<file path="config.mk">
export PLATFORM = sky130hd
export DESIGN_NAME = tcs_top
export DESIGN_NICKNAME = d
export VERILOG_FILES = /design/src/tcs_pkg.sv /design/src/tcs_top.sv /design/src/tcs_div.sv
export SDC_FILE = /design/constraint.sdc
export NUM_CORES = 1
export LEC_CHECK = 0
export BUFFER_PORTS_ARGS = -buffer_cell sky130_fd_sc_hd__buf_2
export CAP_MARGIN = 15
export CORE_MARGIN = 4
export CORE_UTILIZATION = 30
export CTS_BUF_LIST = sky130_fd_sc_hd__clkbuf_8
export DETAILED_ROUTE_END_ITERATION = 8
export PLACE_DENSITY = 0.48
export SLEW_MARGIN = 15
export SYNTH_ARGS = -nofsm -noshare
export SYNTH_HDL_FRONTEND = slang
export SYNTH_SLANG_ARGS = --single-unit
export TNS_END_PERCENT = 100
</file>
<file path="constraint.sdc">
create_clock -name clk_sys_i -period 3.7 [get_ports clk_sys_i]
set_input_delay 0.555 -clock clk_sys_i [delete_from_list [all_inputs] [get_ports clk_sys_i]]
set_output_delay 0.555 -clock clk_sys_i [all_outputs]
set_load 0.05 [all_outputs]
</file>
<file path="src/tcs_pkg.sv">
// Package of constants and types for telemetry calibration and scaling.
package tcs_pkg;

	localparam int unsigned TCS_RAW_W = 10;
	localparam int unsigned TCS_DATA_W = 16;
	localparam int unsigned TCS_CMD_W = 8;
	localparam int unsigned TCS_DVD_W = 18;
	localparam int unsigned TCS_DVS_W = 12;
	localparam int unsigned TCS_VIN_W = 10;
	localparam int unsigned TCS_VOUT_W = 9;

	////////////////////////////////////////////////////////////////////////
	localparam logic [7:0] TCS_CMD_CUR_OFS = 8'h39;
	localparam logic [7:0] TCS_CMD_VIN_GAIN = 8'h3a;
	localparam logic [7:0] TCS_CMD_VOUT_GAIN = 8'h3b;
	localparam logic [7:0] TCS_CMD_VIN_OV_LIM = 8'h40;

	localparam int unsigned TCS_OFS_MSB = 5;
	localparam int unsigned TCS_GAIN_MSB = 9;
	localparam int unsigned TCS_LIM_MSB = 8;

	localparam logic [5:0] TCS_OFS_RST = 6'h00;
	localparam logic [9:0] TCS_VIN_GAIN_RST = 10'h155;
	localparam logic [9:0] TCS_VOUT_GAIN_RST = 10'h155;
	localparam logic [8:0] TCS_LIM_RST = 9'h1ff;

	localparam logic [7:0] TCS_SCALE_MUL = 8'hcd;
	localparam logic [1:0] TCS_VOUT_DIV_PAD = 2'h0;

	////////////////////////////////////////////////////////////////////////
	typedef struct packed {
		logic [TCS_RAW_W-1:0] vin;
		logic [TCS_RAW_W-1:0] vout;
	} tcs_sample_t;

	typedef enum logic [2:0] {
		TCS_S_IDLE = 3'b001,
		TCS_S_VIN = 3'b010,
		TCS_S_VOUT = 3'b100
	} tcs_state_t;

endpackage

</file>
<file path="src/tcs_top.sv">
// Telemetry calibration and scaling: calibration registers and scaled words.
//
// Functional notes
// Current offset register: six writable bits 5:0, upper bits read zero.
// Input gain register: ten writable unsigned bits 9:0, upper bits zero.
// Raw input sample is the ten-bit converter result of the input sense.
// Input telemetry equals raw input times 205 over input gain.
// Output gain register: ten writable unsigned bits 9:0, upper bits zero.
// Raw output sample is the ten-bit converter result of output sense.
// Output telemetry equals raw output times 205 over four times gain.
// Overvoltage limit register: nine writable bits 8:0, 0.25 V per count.
// Limit is compared against bits 9:1 of the input telemetry word.
// Host programs input gain as divider ratio times two to fourteen.
// Host programs output gain as divider ratio times two to eleven.
// Fault when compared bits exceed limit; quotients truncate toward zero.
`timescale 1ns/1ps
module tcs_top (
	input wire logic clk_sys_i,
	input wire logic rst_b_i,
	input wire logic wr_en_i,
	input wire logic rd_en_i,
	input wire logic [tcs_pkg::TCS_CMD_W-1:0] cmd_i,
	input wire logic [tcs_pkg::TCS_DATA_W-1:0] wr_data_i,
	output logic [tcs_pkg::TCS_DATA_W-1:0] rd_data_o,
	output logic rd_ack_o,
	input wire logic sample_valid_i,
	input wire tcs_pkg::tcs_sample_t sample_i,
	output logic [tcs_pkg::TCS_VIN_W-1:0] vin_telemetry_o,
	output logic [tcs_pkg::TCS_VOUT_W-1:0] vout_telemetry_o,
	output logic [tcs_pkg::TCS_OFS_MSB:0] current_cal_offset_o,
	output logic ov_fault_o,
	output logic busy_o
);
	import tcs_pkg::*;

	logic [TCS_OFS_MSB:0] current_cal_offset_r;
	logic [TCS_GAIN_MSB:0] input_voltage_gain_r;
	logic [TCS_GAIN_MSB:0] output_voltage_gain_r;
	logic [TCS_LIM_MSB:0] input_overvoltage_limit_r;
	logic [TCS_DATA_W-1:0] rd_data_r;
	logic [TCS_DATA_W-1:0] rd_data_nxt;
	logic rd_ack_r;
	tcs_sample_t sample_r;
	logic pend_r;
	tcs_state_t state_r;
	logic start_r;
	logic [TCS_DVD_W-1:0] dividend_r;
	logic [TCS_DVS_W-1:0] divisor_r;
	logic [TCS_DVD_W-1:0] quotient;
	logic div_done;
	logic [TCS_VIN_W-1:0] vin_r;
	logic [TCS_VOUT_W-1:0] vout_r;
	logic fault_r;
	logic busy_r;

	////////////////////////////////////////////////////////////////////////
	// Register writes keep only the documented field widths.
	always_ff @(posedge clk_sys_i or negedge rst_b_i) begin
		if (!rst_b_i) begin
			current_cal_offset_r <= TCS_OFS_RST;
			input_voltage_gain_r <= TCS_VIN_GAIN_RST;
			output_voltage_gain_r <= TCS_VOUT_GAIN_RST;
			input_overvoltage_limit_r <= TCS_LIM_RST;
		end else if (wr_en_i) begin
			case (cmd_i)
				// offset field write
				TCS_CMD_CUR_OFS: begin
					current_cal_offset_r <= wr_data_i[TCS_OFS_MSB:0];
				end
				// input gain write
				TCS_CMD_VIN_GAIN: begin
					input_voltage_gain_r <= wr_data_i[TCS_GAIN_MSB:0];
				end
				// output gain write
				TCS_CMD_VOUT_GAIN: begin
					output_voltage_gain_r <= wr_data_i[TCS_GAIN_MSB:0];
				end
				// limit field write
				TCS_CMD_VIN_OV_LIM: begin
					input_overvoltage_limit_r <= wr_data_i[TCS_LIM_MSB:0];
				end
				default: begin
				end
			endcase
		end
	end

	// Reserved upper bits and unknown commands read as zero.
	always_comb begin
		rd_data_nxt = '0;
		case (cmd_i)
			// reserved bits zero
			TCS_CMD_CUR_OFS: begin
				rd_data_nxt[TCS_OFS_MSB:0] = current_cal_offset_r;
			end
			// reserved bits zero
			TCS_CMD_VIN_GAIN: begin
				rd_data_nxt[TCS_GAIN_MSB:0] = input_voltage_gain_r;
			end
			// reserved bits zero
			TCS_CMD_VOUT_GAIN: begin
				rd_data_nxt[TCS_GAIN_MSB:0] = output_voltage_gain_r;
			end
			// reserved bits zero
			TCS_CMD_VIN_OV_LIM: begin
				rd_data_nxt[TCS_LIM_MSB:0] = input_overvoltage_limit_r;
			end
			default: begin
				rd_data_nxt = '0;
			end
		endcase
	end

	always_ff @(posedge clk_sys_i or negedge rst_b_i) begin
		if (!rst_b_i) begin
			rd_data_r <= '0;
			rd_ack_r <= 1'b0;
		end else begin
			rd_ack_r <= rd_en_i;
			if (rd_en_i) begin
				rd_data_r <= rd_data_nxt;
			end
		end
	end

	////////////////////////////////////////////////////////////////////////
	// The converter shares the core clock, so samples need no synchroniser.
	always_ff @(posedge clk_sys_i or negedge rst_b_i) begin
		if (!rst_b_i) begin
			sample_r <= '0;
		end else if (sample_valid_i) begin
			// raw input capture
			// raw output capture
			sample_r <= sample_i;
		end
	end

	// A new sample arriving as the old one is taken is kept pending.
	always_ff @(posedge clk_sys_i or negedge rst_b_i) begin
		if (!rst_b_i) begin
			pend_r <= 1'b0;
		end else if (sample_valid_i) begin
			pend_r <= 1'b1;
		end else if (state_r == TCS_S_IDLE) begin
			pend_r <= 1'b0;
		end
	end

	////////////////////////////////////////////////////////////////////////
	// One shared divider: input first, then output, to save area.
	always_ff @(posedge clk_sys_i or negedge rst_b_i) begin
		if (!rst_b_i) begin
			state_r <= TCS_S_IDLE;
			start_r <= 1'b0;
			dividend_r <= '0;
			divisor_r <= '0;
			vin_r <= '0;
			vout_r <= '0;
		end else begin
			start_r <= 1'b0;
			case (state_r)
				TCS_S_IDLE: begin
					if (pend_r) begin
						// input scaling operands
						dividend_r <= TCS_DVD_W'(sample_r.vin) *
							TCS_DVD_W'(TCS_SCALE_MUL);
						divisor_r <= TCS_DVS_W'(input_voltage_gain_r);
						start_r <= 1'b1;
						state_r <= TCS_S_VIN;
					end
				end
				TCS_S_VIN: begin
					if (div_done) begin
						// saturate input word
						vin_r <= (|quotient[TCS_DVD_W-1:TCS_VIN_W]) ?
							'1 : quotient[TCS_VIN_W-1:0];
						// output scaling operands
						dividend_r <= TCS_DVD_W'(sample_r.vout) *
							TCS_DVD_W'(TCS_SCALE_MUL);
						divisor_r <= {output_voltage_gain_r,
							TCS_VOUT_DIV_PAD};
						start_r <= 1'b1;
						state_r <= TCS_S_VOUT;
					end
				end
				TCS_S_VOUT: begin
					if (div_done) begin
						// saturate output word
						vout_r <= (|quotient[TCS_DVD_W-1:TCS_VOUT_W]) ?
							'1 : quotient[TCS_VOUT_W-1:0];
						state_r <= TCS_S_IDLE;
					end
				end
				default: begin
					state_r <= TCS_S_IDLE;
				end
			endcase
		end
	end

	tcs_div #(
		.DVD_W(TCS_DVD_W),
		.DVS_W(TCS_DVS_W)
	) u_div (
		.clk_sys_i(clk_sys_i),
		.rst_b_i(rst_b_i),
		.start_i(start_r),
		.dividend_i(dividend_r),
		.divisor_i(divisor_r),
		.quotient_o(quotient),
		.done_o(div_done)
	);

	////////////////////////////////////////////////////////////////////////
	// Compared every cycle, so a limit write takes effect without a sample.
	always_ff @(posedge clk_sys_i or negedge rst_b_i) begin
		if (!rst_b_i) begin
			fault_r <= 1'b0;
			busy_r <= 1'b0;
		end else begin
			// bits 9:1 compare
			// strictly above limit
			fault_r <= (vin_r[TCS_VIN_W-1:1] > input_overvoltage_limit_r);
			busy_r <= (state_r != TCS_S_IDLE) || pend_r;
		end
	end

	assign rd_data_o = rd_data_r;
	assign rd_ack_o = rd_ack_r;
	assign vin_telemetry_o = vin_r;
	assign vout_telemetry_o = vout_r;
	assign current_cal_offset_o = current_cal_offset_r;
	assign ov_fault_o = fault_r;
	assign busy_o = busy_r;

endmodule

</file>
<file path="src/tcs_div.sv">
// Sequential restoring unsigned divider used for telemetry scaling.
`timescale 1ns/1ps
module tcs_div #(
	parameter int unsigned DVD_W = 18,
	parameter int unsigned DVS_W = 12
) (
	input wire logic clk_sys_i,
	input wire logic rst_b_i,
	input wire logic start_i,
	input wire logic [DVD_W-1:0] dividend_i,
	input wire logic [DVS_W-1:0] divisor_i,
	output logic [DVD_W-1:0] quotient_o,
	output logic done_o
);

	localparam int unsigned CNT_W = $clog2(DVD_W + 1);

	logic [DVD_W-1:0] quo_r;
	logic [DVS_W:0] rem_r;
	logic [DVS_W-1:0] dvs_r;
	logic [CNT_W-1:0] cnt_r;
	logic done_r;
	logic [DVS_W:0] shifted;
	logic take;

	assign shifted = {rem_r[DVS_W-1:0], quo_r[DVD_W-1]};
	assign take = (shifted >= {1'b0, dvs_r});

	// A zero divisor yields an all-ones quotient, which saturates downstream.
	always_ff @(posedge clk_sys_i or negedge rst_b_i) begin
		if (!rst_b_i) begin
			quo_r <= '0;
			rem_r <= '0;
			dvs_r <= '0;
			cnt_r <= '0;
		end else if (start_i) begin
			quo_r <= dividend_i;
			rem_r <= '0;
			dvs_r <= divisor_i;
			cnt_r <= CNT_W'(DVD_W);
		end else if (cnt_r != '0) begin
			// truncating quotient
			if (take) begin
				rem_r <= shifted - {1'b0, dvs_r};
				quo_r <= {quo_r[DVD_W-2:0], 1'b1};
			end else begin
				rem_r <= shifted;
				quo_r <= {quo_r[DVD_W-2:0], 1'b0};
			end
			cnt_r <= cnt_r - 1'b1;
		end
	end

	always_ff @(posedge clk_sys_i or negedge rst_b_i) begin
		if (!rst_b_i) begin
			done_r <= 1'b0;
		end else begin
			done_r <= (!start_i) && (cnt_r == CNT_W'(1));
		end
	end

	assign quotient_o = quo_r;
	assign done_o = done_r;

endmodule

</file>
==> impl_metrics.env, run 1 <==
export IMPL_die_h_um=202
export IMPL_synth_cells=1127
export IMPL_timing_final_crit_period_ns=3.86
export IMPL_postSynthAreaPerCell_um2=9.98
export IMPL_final_area_um2=13600
export IMPL_vias=8435
export IMPL_timing_critical_path_buf_inv=5
export IMPL_layout_common_cells="142 x sky130_fd_sc_hd__dfrtp_1, 125 x sky130_fd_sc_hd__inv_1, 112 x sky130_fd_sc_hd__ha_1, 106 x sky130_fd_sc_hd__nand2_1, 93 x sky130_fd_sc_hd__buf_4"
export IMPL_route_final_wire_length_um=28300
export IMPL_cellInternalPower_w=0.00643
export IMPL_power_share_switching=0.454
export IMPL_finalMaxSlewViolations=0
export IMPL_route_detailed_vias_per_inst=4.78
export IMPL_fin_util=0.371
export IMPL_gpl_final_weighted_congestion=0.826
export IMPL_maximum_number_of_pins_on_one_net_before_global_route_repair=71
export IMPL_vdd_ir_drop_worst_uv=401
export IMPL_die_area_um2=40600
export IMPL_rr_worst_depth=16
export IMPL_rsz_0062_raised_after_global_routing="true"
export IMPL_power_per_cell_area_nw_per_um2=863
export IMPL_critical_path_cell_chain="ha_4 > inv_4 > fa_1 > inv_1 > fa_1 > inv_1 > fa_1 > inv_2 > ha_4 > a21oi_4 > buf_6 > a21oi_4 > nand3_2 > a31oi_1 > xnor2_1 > a21oi_1"
export IMPL_post_placement_setup_slack_ns=-0.211
export IMPL_n_antenna_cell=0
export IMPL_reg2reg_from="sample_r[13]"
export IMPL_timing_fmax_ghz=0.259
export IMPL_worst_r2r_setup_slack_ns=-0.16
export IMPL_grt_pass1_vias=8735
export IMPL_power_switching_w=0.00534
export IMPL_count_of_hold_buffers_inserted_by_post_cts_repair=0
export IMPL_initial_antenna_violation_count=0
export IMPL_clk_path_buf_depth=2
export IMPL_slowest_stage="sky130_fd_sc_hd__fa_1"
export IMPL_library_cell_used_as_clock_root_buffer="sky130_fd_sc_hd__clkbuf_8"
export IMPL_cp_top_family="adder cells"
export IMPL_power_frac_clock=0.114
export IMPL_initial_utilization=0.306
export IMPL_clk_pin_slew_worst_paths_ns=0.10
export IMPL_chipWidth_um=202
export IMPL_cp_arrival_ns=4.19
export IMPL_synth_edf_count=0
export IMPL_syn2layout_area_growth_pct=21.3
export IMPL_cp_common_cell="sky130_fd_sc_hd__fa_1"
export IMPL_setup_crit_end_kind="register"
export IMPL_max_cap_viol_count=0
export IMPL_path_class="reg2reg"
export IMPL_rows=70
export IMPL_hold_violations=0
export IMPL_critical_path_max_stage_delay_ns=0.50
export IMPL_pwr_share_seq=0.242
export IMPL_fill_cells=3748
export IMPL_cts_sink_count=170
export IMPL_grtUsageTotal=0.143
export IMPL_route_antenna_remaining_nets=0
export IMPL_worst_ep_required_time_ns=4.03
export IMPL_wl_per_cell_um=16.0
export IMPL_dpl_instance_area_um2=12800
export IMPL_num_io_pins=93
export IMPL_most_frequent_standard_cell_in_the_layout_excluding_fill_and_tap_cells="sky130_fd_sc_hd__dfrtp_1"
export IMPL_htreeDepth=4
export IMPL_leakage_nw=6.59
export IMPL_finish_net_count=1499
export IMPL_crit_path_max_fanout=4
export IMPL_overflow=0
export IMPL_post_route_clock_skew_ns=0.0185
export IMPL_cts_tree="built"
export IMPL_port_buffers=80
export IMPL_failing_checks="setup timing"
export IMPL_drive_above_1_share=0.280
export IMPL_core_area_um2=36800
export IMPL_worst_slew_pin_transition_ns=0.771
export IMPL_yosys_register_bits=170
export IMPL_final_min_period_over_clock_period=1.04
export IMPL_r2r_end="dividend_r[16]"
export IMPL_ys_seq_area_frac=0.381
export IMPL_tritoncts_num_buffers=17
export IMPL_class_of_the_most_critical_hold_timing_path="in2async"
export IMPL_clk_insertion_delay_late_ns=0.48
export IMPL_drt_iter0_drc=397
export IMPL_start_kind="register"
export IMPL_post_detailed_placement_half_perimeter_wirelength_um=21800
export IMPL_post_synth_arst_share=1.00
export IMPL_first_pass_grt_wire_length_um=47000
export IMPL_power_combinational_fraction=0.644
export IMPL_netlist_area_um2=11200
export IMPL_max_slew_margin=0.482
export IMPL_yosys_warnings=0
export IMPL_result_of_the_run="complete, but fails checks"
export IMPL_ys_dominant_reg_cell="sky130_fd_sc_hd__dfrtp_1"
export IMPL_first_pass_iters=5
export IMPL_netlist_cell_type_count=77
export IMPL_drc=0
export IMPL_worst_slack_ns=-0.155
export IMPL_setup_violations_final=5
==> final cells by class <==
cell class / count / area [um2] / share of cell area
Multi-Input combinational cell: 784 / 6710 / 0.492
Timing Repair Buffer: 178 / 1170 / 0.0858
Clock inverter: 15 / 145 / 0.0106
Clock buffer: 17 / 234 / 0.0172
Tap cell: 468 / 586 / 0.0429
Sequential cell: 170 / 4290 / 0.315
Inverter: 133 / 502 / 0.0368
==> flip-flops by register name, summed over array words and instances, names as in the netlist, 3 cells and up <==
name,cells
current_cal_offset_o,6
dividend_r,18
divisor_r,12
input_overvoltage_limit_r,9
input_voltage_gain_r,10
output_voltage_gain_r,10
rd_data_o,10
sample_r,20
state_r,3
u_div.cnt_r,5
u_div.dvs_r,12
u_div.quotient_o,18
u_div.rem_r,12
vin_telemetry_o,10
vout_telemetry_o,9
==> repair_timing <==
| action | in CTS | in global routing |
|---|---|---|
| resized for setup | 31 | 36 |
| setup buffers | 10 | 6 |
| pin swaps | 40 | 47 |
| endpoints found under the setup margin | 8 | 9 |
==> cell usage after synthesis (4+ instances only) <==
| master | instances | area, um2 |
|---|---|---|
| sky130_fd_sc_hd__dfrtp_1 | 150 | 3750 |
| sky130_fd_sc_hd__inv_1 | 132 | 495 |
| sky130_fd_sc_hd__ha_1 | 131 | 1640 |
| sky130_fd_sc_hd__nand2_1 | 108 | 405 |
| sky130_fd_sc_hd__nor2_1 | 73 | 274 |
| sky130_fd_sc_hd__o21ai_0 | 62 | 310 |
| sky130_fd_sc_hd__mux2_2 | 55 | 619 |
| sky130_fd_sc_hd__a21oi_1 | 45 | 225 |
| sky130_fd_sc_hd__fa_1 | 35 | 701 |
| sky130_fd_sc_hd__clkbuf_1 | 26 | 97.6 |
| sky130_fd_sc_hd__dfstp_2 | 20 | 526 |
| sky130_fd_sc_hd__mux2i_1 | 20 | 200 |
| sky130_fd_sc_hd__a31oi_1 | 18 | 113 |
| sky130_fd_sc_hd__xnor2_1 | 18 | 158 |
| sky130_fd_sc_hd__a21o_1 | 15 | 113 |
| sky130_fd_sc_hd__nand3_1 | 15 | 75.1 |
| sky130_fd_sc_hd__o21a_1 | 13 | 97.6 |
| sky130_fd_sc_hd__nor3_1 | 11 | 55.1 |
| sky130_fd_sc_hd__xor2_1 | 11 | 96.3 |
| sky130_fd_sc_hd__a211oi_1 | 10 | 75.1 |
| sky130_fd_sc_hd__buf_2 | 9 | 45.0 |
| sky130_fd_sc_hd__o22a_1 | 9 | 78.8 |
| sky130_fd_sc_hd__o22ai_1 | 9 | 56.3 |
| sky130_fd_sc_hd__o21ai_1 | 8 | 40.0 |
| sky130_fd_sc_hd__buf_4 | 7 | 52.6 |
| sky130_fd_sc_hd__or3_1 | 7 | 43.8 |
| sky130_fd_sc_hd__a221oi_1 | 6 | 52.6 |
| sky130_fd_sc_hd__a22o_1 | 6 | 52.6 |
| sky130_fd_sc_hd__a22oi_1 | 6 | 45.0 |
| sky130_fd_sc_hd__and3_1 | 5 | 31.3 |
| sky130_fd_sc_hd__nand2b_1 | 5 | 31.3 |
| sky130_fd_sc_hd__nor2b_1 | 5 | 31.3 |
| sky130_fd_sc_hd__o31ai_1 | 5 | 37.5 |
| sky130_fd_sc_hd__a311oi_1 | 4 | 35.0 |
| sky130_fd_sc_hd__a41oi_1 | 4 | 35.0 |
| sky130_fd_sc_hd__nand3b_1 | 4 | 30.0 |
| sky130_fd_sc_hd__o21bai_1 | 4 | 30.0 |
==> cell families after synthesis <==
group / synth area share
and+or+nand+nor: 0.106
AOI/OAI and AO/OA: 0.146
muxes: 0.0739
buffers and inverters: 0.0627
adders and majority gates: 0.208
DFF: 0.381
other: 0.000333
xor gates and xnor gates: 0.0226
==> worst max path at each step <==
stage | endpoint | from | slack [ns] | cells after the start
2_1_floorplan | dividend_r[15] | sample_r[7] | 0.007 | 15
3_3_place_gp | dividend_r[15] | sample_r[2] | -0.18 | 15
3_5_place_dp | dividend_r[15] | sample_r[7] | -0.21 | 15
4_1_cts | dividend_r[15] | sample_r[17] | -0.12 | 15
5_1_grt | dividend_r[13] | sample_r[13] | -0.30 | 16
6_report | dividend_r[16] | sample_r[13] | -0.16 | 16
==> per-stage QoR <==
step,total power [W],hold WS (ns),TNS (ns),instances
floorplan,0.00753,0.259,0,1132
global placement,0.00969,0.454,-0.871,1720
detailed placement,0.00974,0.463,-1.11,1720
CTS,0.0115,0.0658,-0.559,1760
global route,0.0130,0.0911,-1.71,1765
finish,0.0118,0.0536,-0.468,1765
==> worst register-to-register path, stage by stage (launching register included) <==
cell,delay [ns]
sky130_fd_sc_hd__dfrtp_2,0.46
sky130_fd_sc_hd__ha_4,0.29
sky130_fd_sc_hd__inv_4,0.03
sky130_fd_sc_hd__fa_1,0.50
sky130_fd_sc_hd__inv_1,0.05
sky130_fd_sc_hd__fa_1,0.47
sky130_fd_sc_hd__inv_1,0.05
sky130_fd_sc_hd__fa_1,0.49
sky130_fd_sc_hd__inv_2,0.05
sky130_fd_sc_hd__ha_4,0.29
sky130_fd_sc_hd__a21oi_4,0.08
sky130_fd_sc_hd__buf_6,0.12
sky130_fd_sc_hd__a21oi_4,0.18
sky130_fd_sc_hd__nand3_2,0.11
sky130_fd_sc_hd__a31oi_1,0.23
sky130_fd_sc_hd__xnor2_1,0.20
sky130_fd_sc_hd__a21oi_1,0.12
==> power by group through the flow <==
stage | Combinational, W | Clock [W] | Sequential (W)
6_report | 0.00758 | 0.00134 | 0.00284
5_1_grt | 0.00858 | 0.00149 | 0.00292
4_1_cts | 0.00724 | 0.00142 | 0.00285
3_5_place_dp | 0.00686 | 0 | 0.00288
3_3_place_gp | 0.00683 | 0 | 0.00287
2_1_floorplan | 0.00465 | 0 | 0.00288
==> layer usage <==
metal / global-route usage / routed length [um]
met4: 0.0332 / 328
met2: 0.224 / 12800
met3: 0.0210 / 650
met1: 0.208 / 14500
met5: 0 / 0
Note: power is estimated with default switching activity, not from simulation.
==> run 2, diff against run 1 <==
PLACE_DENSITY = not set   (was 0.48)
==> impl_metrics.env, run 2 (synthesis gave the netlist of run 1 again) <==
export IMPL_result_of_the_run="complete, but fails checks"
export IMPL_failing_checks="setup timing"
export IMPL_port_buffers=80
export IMPL_maximum_number_of_pins_on_one_net_before_global_route_repair=80
export IMPL_cp_arrival_ns=4.17
export IMPL_max_slew_margin=0.336
export IMPL_initial_utilization=0.306
export IMPL_grtUsageTotal=0.135
export IMPL_syn2layout_area_growth_pct=21.0
export IMPL_fin_util=0.370
export IMPL_start_kind="register"
export IMPL_worst_ep_required_time_ns=4.06
export IMPL_most_frequent_standard_cell_in_the_layout_excluding_fill_and_tap_cells="sky130_fd_sc_hd__dfrtp_1"
export IMPL_layout_common_cells="140 x sky130_fd_sc_hd__dfrtp_1, 119 x sky130_fd_sc_hd__inv_1, 110 x sky130_fd_sc_hd__ha_1, 106 x sky130_fd_sc_hd__nand2_1, 90 x sky130_fd_sc_hd__buf_4"
export IMPL_vias=8540
export IMPL_drt_iter0_drc=395
export IMPL_rsz_0062_raised_after_global_routing="true"
export IMPL_worst_slack_ns=-0.111
export IMPL_drc=0
export IMPL_post_detailed_placement_half_perimeter_wirelength_um=20700
export IMPL_clk_path_buf_depth=2
export IMPL_timing_fmax_ghz=0.262
export IMPL_post_placement_setup_slack_ns=-0.225
export IMPL_vdd_ir_drop_worst_uv=511
export IMPL_hold_violations=0
export IMPL_fill_cells=3713
export IMPL_count_of_hold_buffers_inserted_by_post_cts_repair=0
export IMPL_timing_final_crit_period_ns=3.81
export IMPL_htreeDepth=4
export IMPL_hold_worst_slack_ns=0.106
export IMPL_top_register="sample_r"
export IMPL_clk_pin_slew_worst_paths_ns=0.11
export IMPL_overflow=0
export IMPL_die_h_um=202
export IMPL_drive_above_1_share=0.287
export IMPL_cts_tree="built"
export IMPL_cts_sink_count=170
export IMPL_chipWidth_um=202
export IMPL_worst_slew_pin_transition_ns=0.996
export IMPL_class_of_the_most_critical_hold_timing_path="in2async"
export IMPL_setup_violations_final=5
export IMPL_crit_path_max_fanout=4
export IMPL_first_pass_grt_wire_length_um=45300
export IMPL_die_area_um2=40600
export IMPL_largest_register_ff_count=20
export IMPL_finalMaxSlewViolations=0
export IMPL_library_cell_used_as_clock_root_buffer="sky130_fd_sc_hd__clkbuf_8"
export IMPL_post_route_clock_skew_ns=0.0163
export IMPL_gpl_final_weighted_congestion=0.852
export IMPL_clk_insertion_delay_late_ns=0.47
export IMPL_route_final_wire_length_um=27200
export IMPL_first_pass_iters=4
export IMPL_wl_per_cell_um=15.4
export IMPL_n_antenna_cell=0
export IMPL_finish_net_count=1495
export IMPL_tritoncts_num_buffers=17
export IMPL_path_class="reg2reg"
export IMPL_leakage_nw=6.57
export IMPL_route_detailed_vias_per_inst=4.85
export IMPL_power_per_cell_area_nw_per_um2=863
export IMPL_route_antenna_remaining_nets=0
export IMPL_fin_total_pwr_w=0.0117
export IMPL_grt_pass1_vias=8739
export IMPL_initial_antenna_violation_count=0
export IMPL_num_io_pins=93
export IMPL_final_min_period_over_clock_period=1.03
export IMPL_core_area_um2=36800
export IMPL_setup_crit_end_kind="register"
export IMPL_rows=70
export IMPL_max_cap_viol_count=0
## run 2: cell types whose count changed in the layout (fill, tap and decap cells not counted), sizes merged
cell    delta
buf        -4
bufinv     -1
clkbuf     +1
## run 2: final cells by class
type,instances,area [um2],area share
Inverter,133,499,0.0367
Multi-Input combinational cell,784,6730,0.494
Sequential cell,170,4290,0.315
Timing Repair Buffer,174,1130,0.0828
Tap cell,468,586,0.0430
Clock buffer,18,248,0.0182
Clock inverter,14,130,0.00956
## run 2: stage by stage
stage / area [um2] / std cells / TNS, ns
finish: 13600 / 1761 / -0.373
global placement: 12800 / 1716 / -0.685
floorplan: 11400 / 1132 / 0
global route: 13600 / 1761 / -1.35
detailed placement: 12800 / 1716 / -0.941
CTS: 13400 / 1757 / -0.295
## run 2: per-layer routing
| layer | up-vias | GRT usage | wire (um) |
|---|---|---|---|
| li1 | 4207 | - | - |
| met1 | 4174 | 0.191 | 13300 |
| met2 | 128 | 0.216 | 12600 |
| met3 | 31 | 0.0166 | 646 |
| met4 | 0 | 0.0437 | 606 |
| met5 | - | 0 | 0 |
## run 2: report_power, final
| group | internal [W] | switching (W) | leakage [nW] |
|---|---|---|---|
| clock | 0.000513 | 0.000776 | 0.191 |
| combinational | 0.00352 | 0.00414 | 4.32 |
| sequential | 0.00239 | 0.000404 | 2.05 |
## run 2: timing repair
item	in CTS	in global routing
setup endpoints to repair	9	9
gates resized for setup	46	30
pin swaps	48	47
setup buffers	9	5
## run 2: worst paths after layout
| kind | start | to | slack [ns] | cells past startpoint |
|---|---|---|---|---|
| setup / recovery | sample_r[6] | dividend_r[15] | -0.11 | 15 |
| hold / removal | rst_b_i | sample_r[0] | 0.11 | 1 |
| setup reg to reg | sample_r[6] | dividend_r[15] | -0.11 | 15 |
| hold reg to reg | divisor_r[0] | divisor_r[0] | 0.48 | 2 |
| max in group asynchronous | rst_b_i | input_voltage_gain_r[0] | 2.61 | 2 |
| min in group clk_sys_i | sample_i[19] | sample_r[19] | 0.29 | 3 |
## run 2: worst max-delay path, cell delays in order (launching register included)
cell and delay (ns):
sky130_fd_sc_hd__dfrtp_2 0.47, sky130_fd_sc_hd__ha_4 0.29, sky130_fd_sc_hd__inv_2 0.04, sky130_fd_sc_hd__fa_1 0.52
sky130_fd_sc_hd__inv_1 0.05, sky130_fd_sc_hd__fa_1 0.47, sky130_fd_sc_hd__inv_1 0.05, sky130_fd_sc_hd__fa_1 0.49
sky130_fd_sc_hd__inv_2 0.05, sky130_fd_sc_hd__ha_4 0.26, sky130_fd_sc_hd__o21a_1 0.12, sky130_fd_sc_hd__o21ai_2 0.08
sky130_fd_sc_hd__o31ai_4 0.31, sky130_fd_sc_hd__a21boi_2 0.10, sky130_fd_sc_hd__mux2i_1 0.16, sky130_fd_sc_hd__a221o_1 0.27
==> run 3, diff against run 2 <==
PLACE_DENSITY = 0.5   (was not set)
==> impl_metrics.env, run 3 (synthesis gave the netlist of run 1 again) <==
export IMPL_layout_common_cells="137 x sky130_fd_sc_hd__dfrtp_1, 120 x sky130_fd_sc_hd__inv_1, 109 x sky130_fd_sc_hd__ha_1, 107 x sky130_fd_sc_hd__nand2_1, 96 x sky130_fd_sc_hd__buf_4"
export IMPL_dp_cells=1723
export IMPL_class_of_the_most_critical_hold_timing_path="in2async"
export IMPL_path_class="reg2reg"
export IMPL_port_buffers=80
export IMPL_timing_final_crit_period_ns=3.79
export IMPL_post_route_clock_skew_ns=0.0164
export IMPL_die_area_um2=40600
export IMPL_vdd_ir_drop_worst_uv=398
export IMPL_syn2layout_area_growth_pct=22.0
export IMPL_r2r_end="dividend_r[15]"
export IMPL_final_min_period_over_clock_period=1.02
export IMPL_leakage_nw=6.58
export IMPL_failing_checks="setup timing"
export IMPL_top_register="sample_r"
export IMPL_setup_violations_final=6
export IMPL_max_cap_viol_count=0
export IMPL_rsz_0062_raised_after_global_routing="true"
export IMPL_count_of_hold_buffers_inserted_by_post_cts_repair=0
export IMPL_clk_path_buf_depth=2
export IMPL_grtUsageTotal=0.143
export IMPL_fill_cells=3717
export IMPL_max_slew_margin=0.502
export IMPL_crit_path_max_fanout=3
export IMPL_worst_r2r_setup_slack_ns=-0.09
export IMPL_cts_tree="built"
export IMPL_hold_violations=0
export IMPL_setup_crit_end_kind="register"
export IMPL_stdcell_count=1768
export IMPL_hold_worst_slack_ns=0.0722
export IMPL_first_pass_iters=4
export IMPL_route_final_wire_length_um=28300
export IMPL_overflow=0
export IMPL_drc=0
export IMPL_chipWidth_um=202
export IMPL_rr_worst_depth=15
export IMPL_route_detailed_vias_per_inst=4.79
export IMPL_initial_antenna_violation_count=2
export IMPL_worst_ep_required_time_ns=4.07
export IMPL_wl_per_cell_um=16.0
export IMPL_power_per_cell_area_nw_per_um2=863
export IMPL_htreeDepth=4
export IMPL_largest_register_ff_count=20
export IMPL_most_frequent_standard_cell_in_the_layout_excluding_fill_and_tap_cells="sky130_fd_sc_hd__dfrtp_1"
export IMPL_first_pass_grt_wire_length_um=47100
export IMPL_reg2reg_from="sample_r[7]"
export IMPL_result_of_the_run="complete, but fails checks"
export IMPL_setup_tns_final_ns=-0.248
export IMPL_grt_pass1_vias=8778
export IMPL_worst_slack_ns=-0.0881
export IMPL_finish_net_count=1501
export IMPL_tritoncts_num_buffers=17
export IMPL_drt_iter0_drc=408
export IMPL_clk_pin_slew_worst_paths_ns=0.11
export IMPL_timing_fmax_ghz=0.264
export IMPL_num_io_pins=93
export IMPL_clk_insertion_delay_late_ns=0.49
export IMPL_initial_utilization=0.306
export IMPL_rows=70
export IMPL_finalMaxSlewViolations=0
export IMPL_core_area_um2=36800
export IMPL_cp_arrival_ns=4.16
export IMPL_post_placement_setup_slack_ns=-0.203
export IMPL_maximum_number_of_pins_on_one_net_before_global_route_repair=80
export IMPL_post_detailed_placement_half_perimeter_wirelength_um=21400
export IMPL_worst_slew_pin_transition_ns=0.747
export IMPL_start_kind="register"
export IMPL_cts_sink_count=170
export IMPL_drive_above_1_share=0.293
export IMPL_area_used_by_multi_input_combinational_logic_um2=6740
export IMPL_fin_util=0.373
export IMPL_seq_area_um2=4300
export IMPL_vias=8469
export IMPL_library_cell_used_as_clock_root_buffer="sky130_fd_sc_hd__clkbuf_8"
export IMPL_gpl_final_weighted_congestion=0.786
export IMPL_die_h_um=202
export IMPL_route_antenna_remaining_nets=0
==> run 3: changes by cell type in the layout (fill, tap and decap cells not counted), sizes merged <==
| cell | change |
|---|---|
| clkinv | +2 |
| clkbuf | -1 |
| inv | -3 |
| buf | +6 |
| bufinv | +1 |
| clkinvlp | +1 |
| diode | +1 |
==> run 3: critical path, stage by stage (launching register included) <==
cell and delay (ns):
sky130_fd_sc_hd__dfrtp_2 0.46, sky130_fd_sc_hd__ha_4 0.28, sky130_fd_sc_hd__inv_2 0.04, sky130_fd_sc_hd__fa_1 0.53, sky130_fd_sc_hd__inv_1 0.05, sky130_fd_sc_hd__fa_1 0.47
sky130_fd_sc_hd__inv_1 0.05, sky130_fd_sc_hd__fa_1 0.49, sky130_fd_sc_hd__inv_2 0.05, sky130_fd_sc_hd__ha_4 0.26, sky130_fd_sc_hd__o21a_1 0.13, sky130_fd_sc_hd__o21ai_2 0.08
sky130_fd_sc_hd__o31ai_4 0.30, sky130_fd_sc_hd__a21boi_2 0.10, sky130_fd_sc_hd__mux2i_1 0.14, sky130_fd_sc_hd__a221o_1 0.26
==> run 3: layout make-up <==
type	count	area share
multi-input combinational	784	0.491
sequential	170	0.313
timing repair buffer	180	0.0861
tap	468	0.0427
inverter	133	0.0364
clock buffer	17	0.0170
clock inverter	15	0.0134
antenna	1	0.000182
==> run 3: repair_timing <==
item | CTS | global route
gates resized for setup | 39 | 38
setup endpoints to repair | 10 | 9
pin swaps | 46 | 38
buffers inserted | 9 | 3
==> run 3: how the worst max path moves through the flow <==
stage / start / cells past startpoint / to
6_report: sample_r[7] / 15 / dividend_r[15]
4_1_cts: sample_r[17] / 15 / dividend_r[15]
3_3_place_gp: sample_r[2] / 15 / dividend_r[15]
5_1_grt: sample_r[3] / 15 / dividend_r[15]
3_5_place_dp: sample_r[1] / 14 / dividend_r[15]
2_1_floorplan: sample_r[7] / 15 / dividend_r[15]
==> run 3: stage by stage <==
step / total power, W / area, um2
floorplan: 0.00753 / 11400
global placement: 0.00971 / 12800
detailed placement: 0.00976 / 12800
CTS: 0.0117 / 13500
global route: 0.0130 / 13700
finish: 0.0119 / 13700
==> run 3: report_power, final <==
| part | leakage [nW] | switching, W | internal (W) |
|---|---|---|---|
| Combinational | 4.33 | 0.00408 | 0.00350 |
| Sequential | 2.05 | 0.000472 | 0.00239 |
| Clock | 0.198 | 0.000840 | 0.000570 |
| Total | 6.58 | 0.00539 | 0.00646 |
==> run 3: layer usage <==
layer / vias up / part of all wire / GRT usage
met5: - / 0.00042 / 0
met4: 2 / 0.013 / 0.0361
met3: 20 / 0.029 / 0.0234
met2: 92 / 0.46 / 0.223
met1: 4126 / 0.50 / 0.207
li1: 4229 / - / -
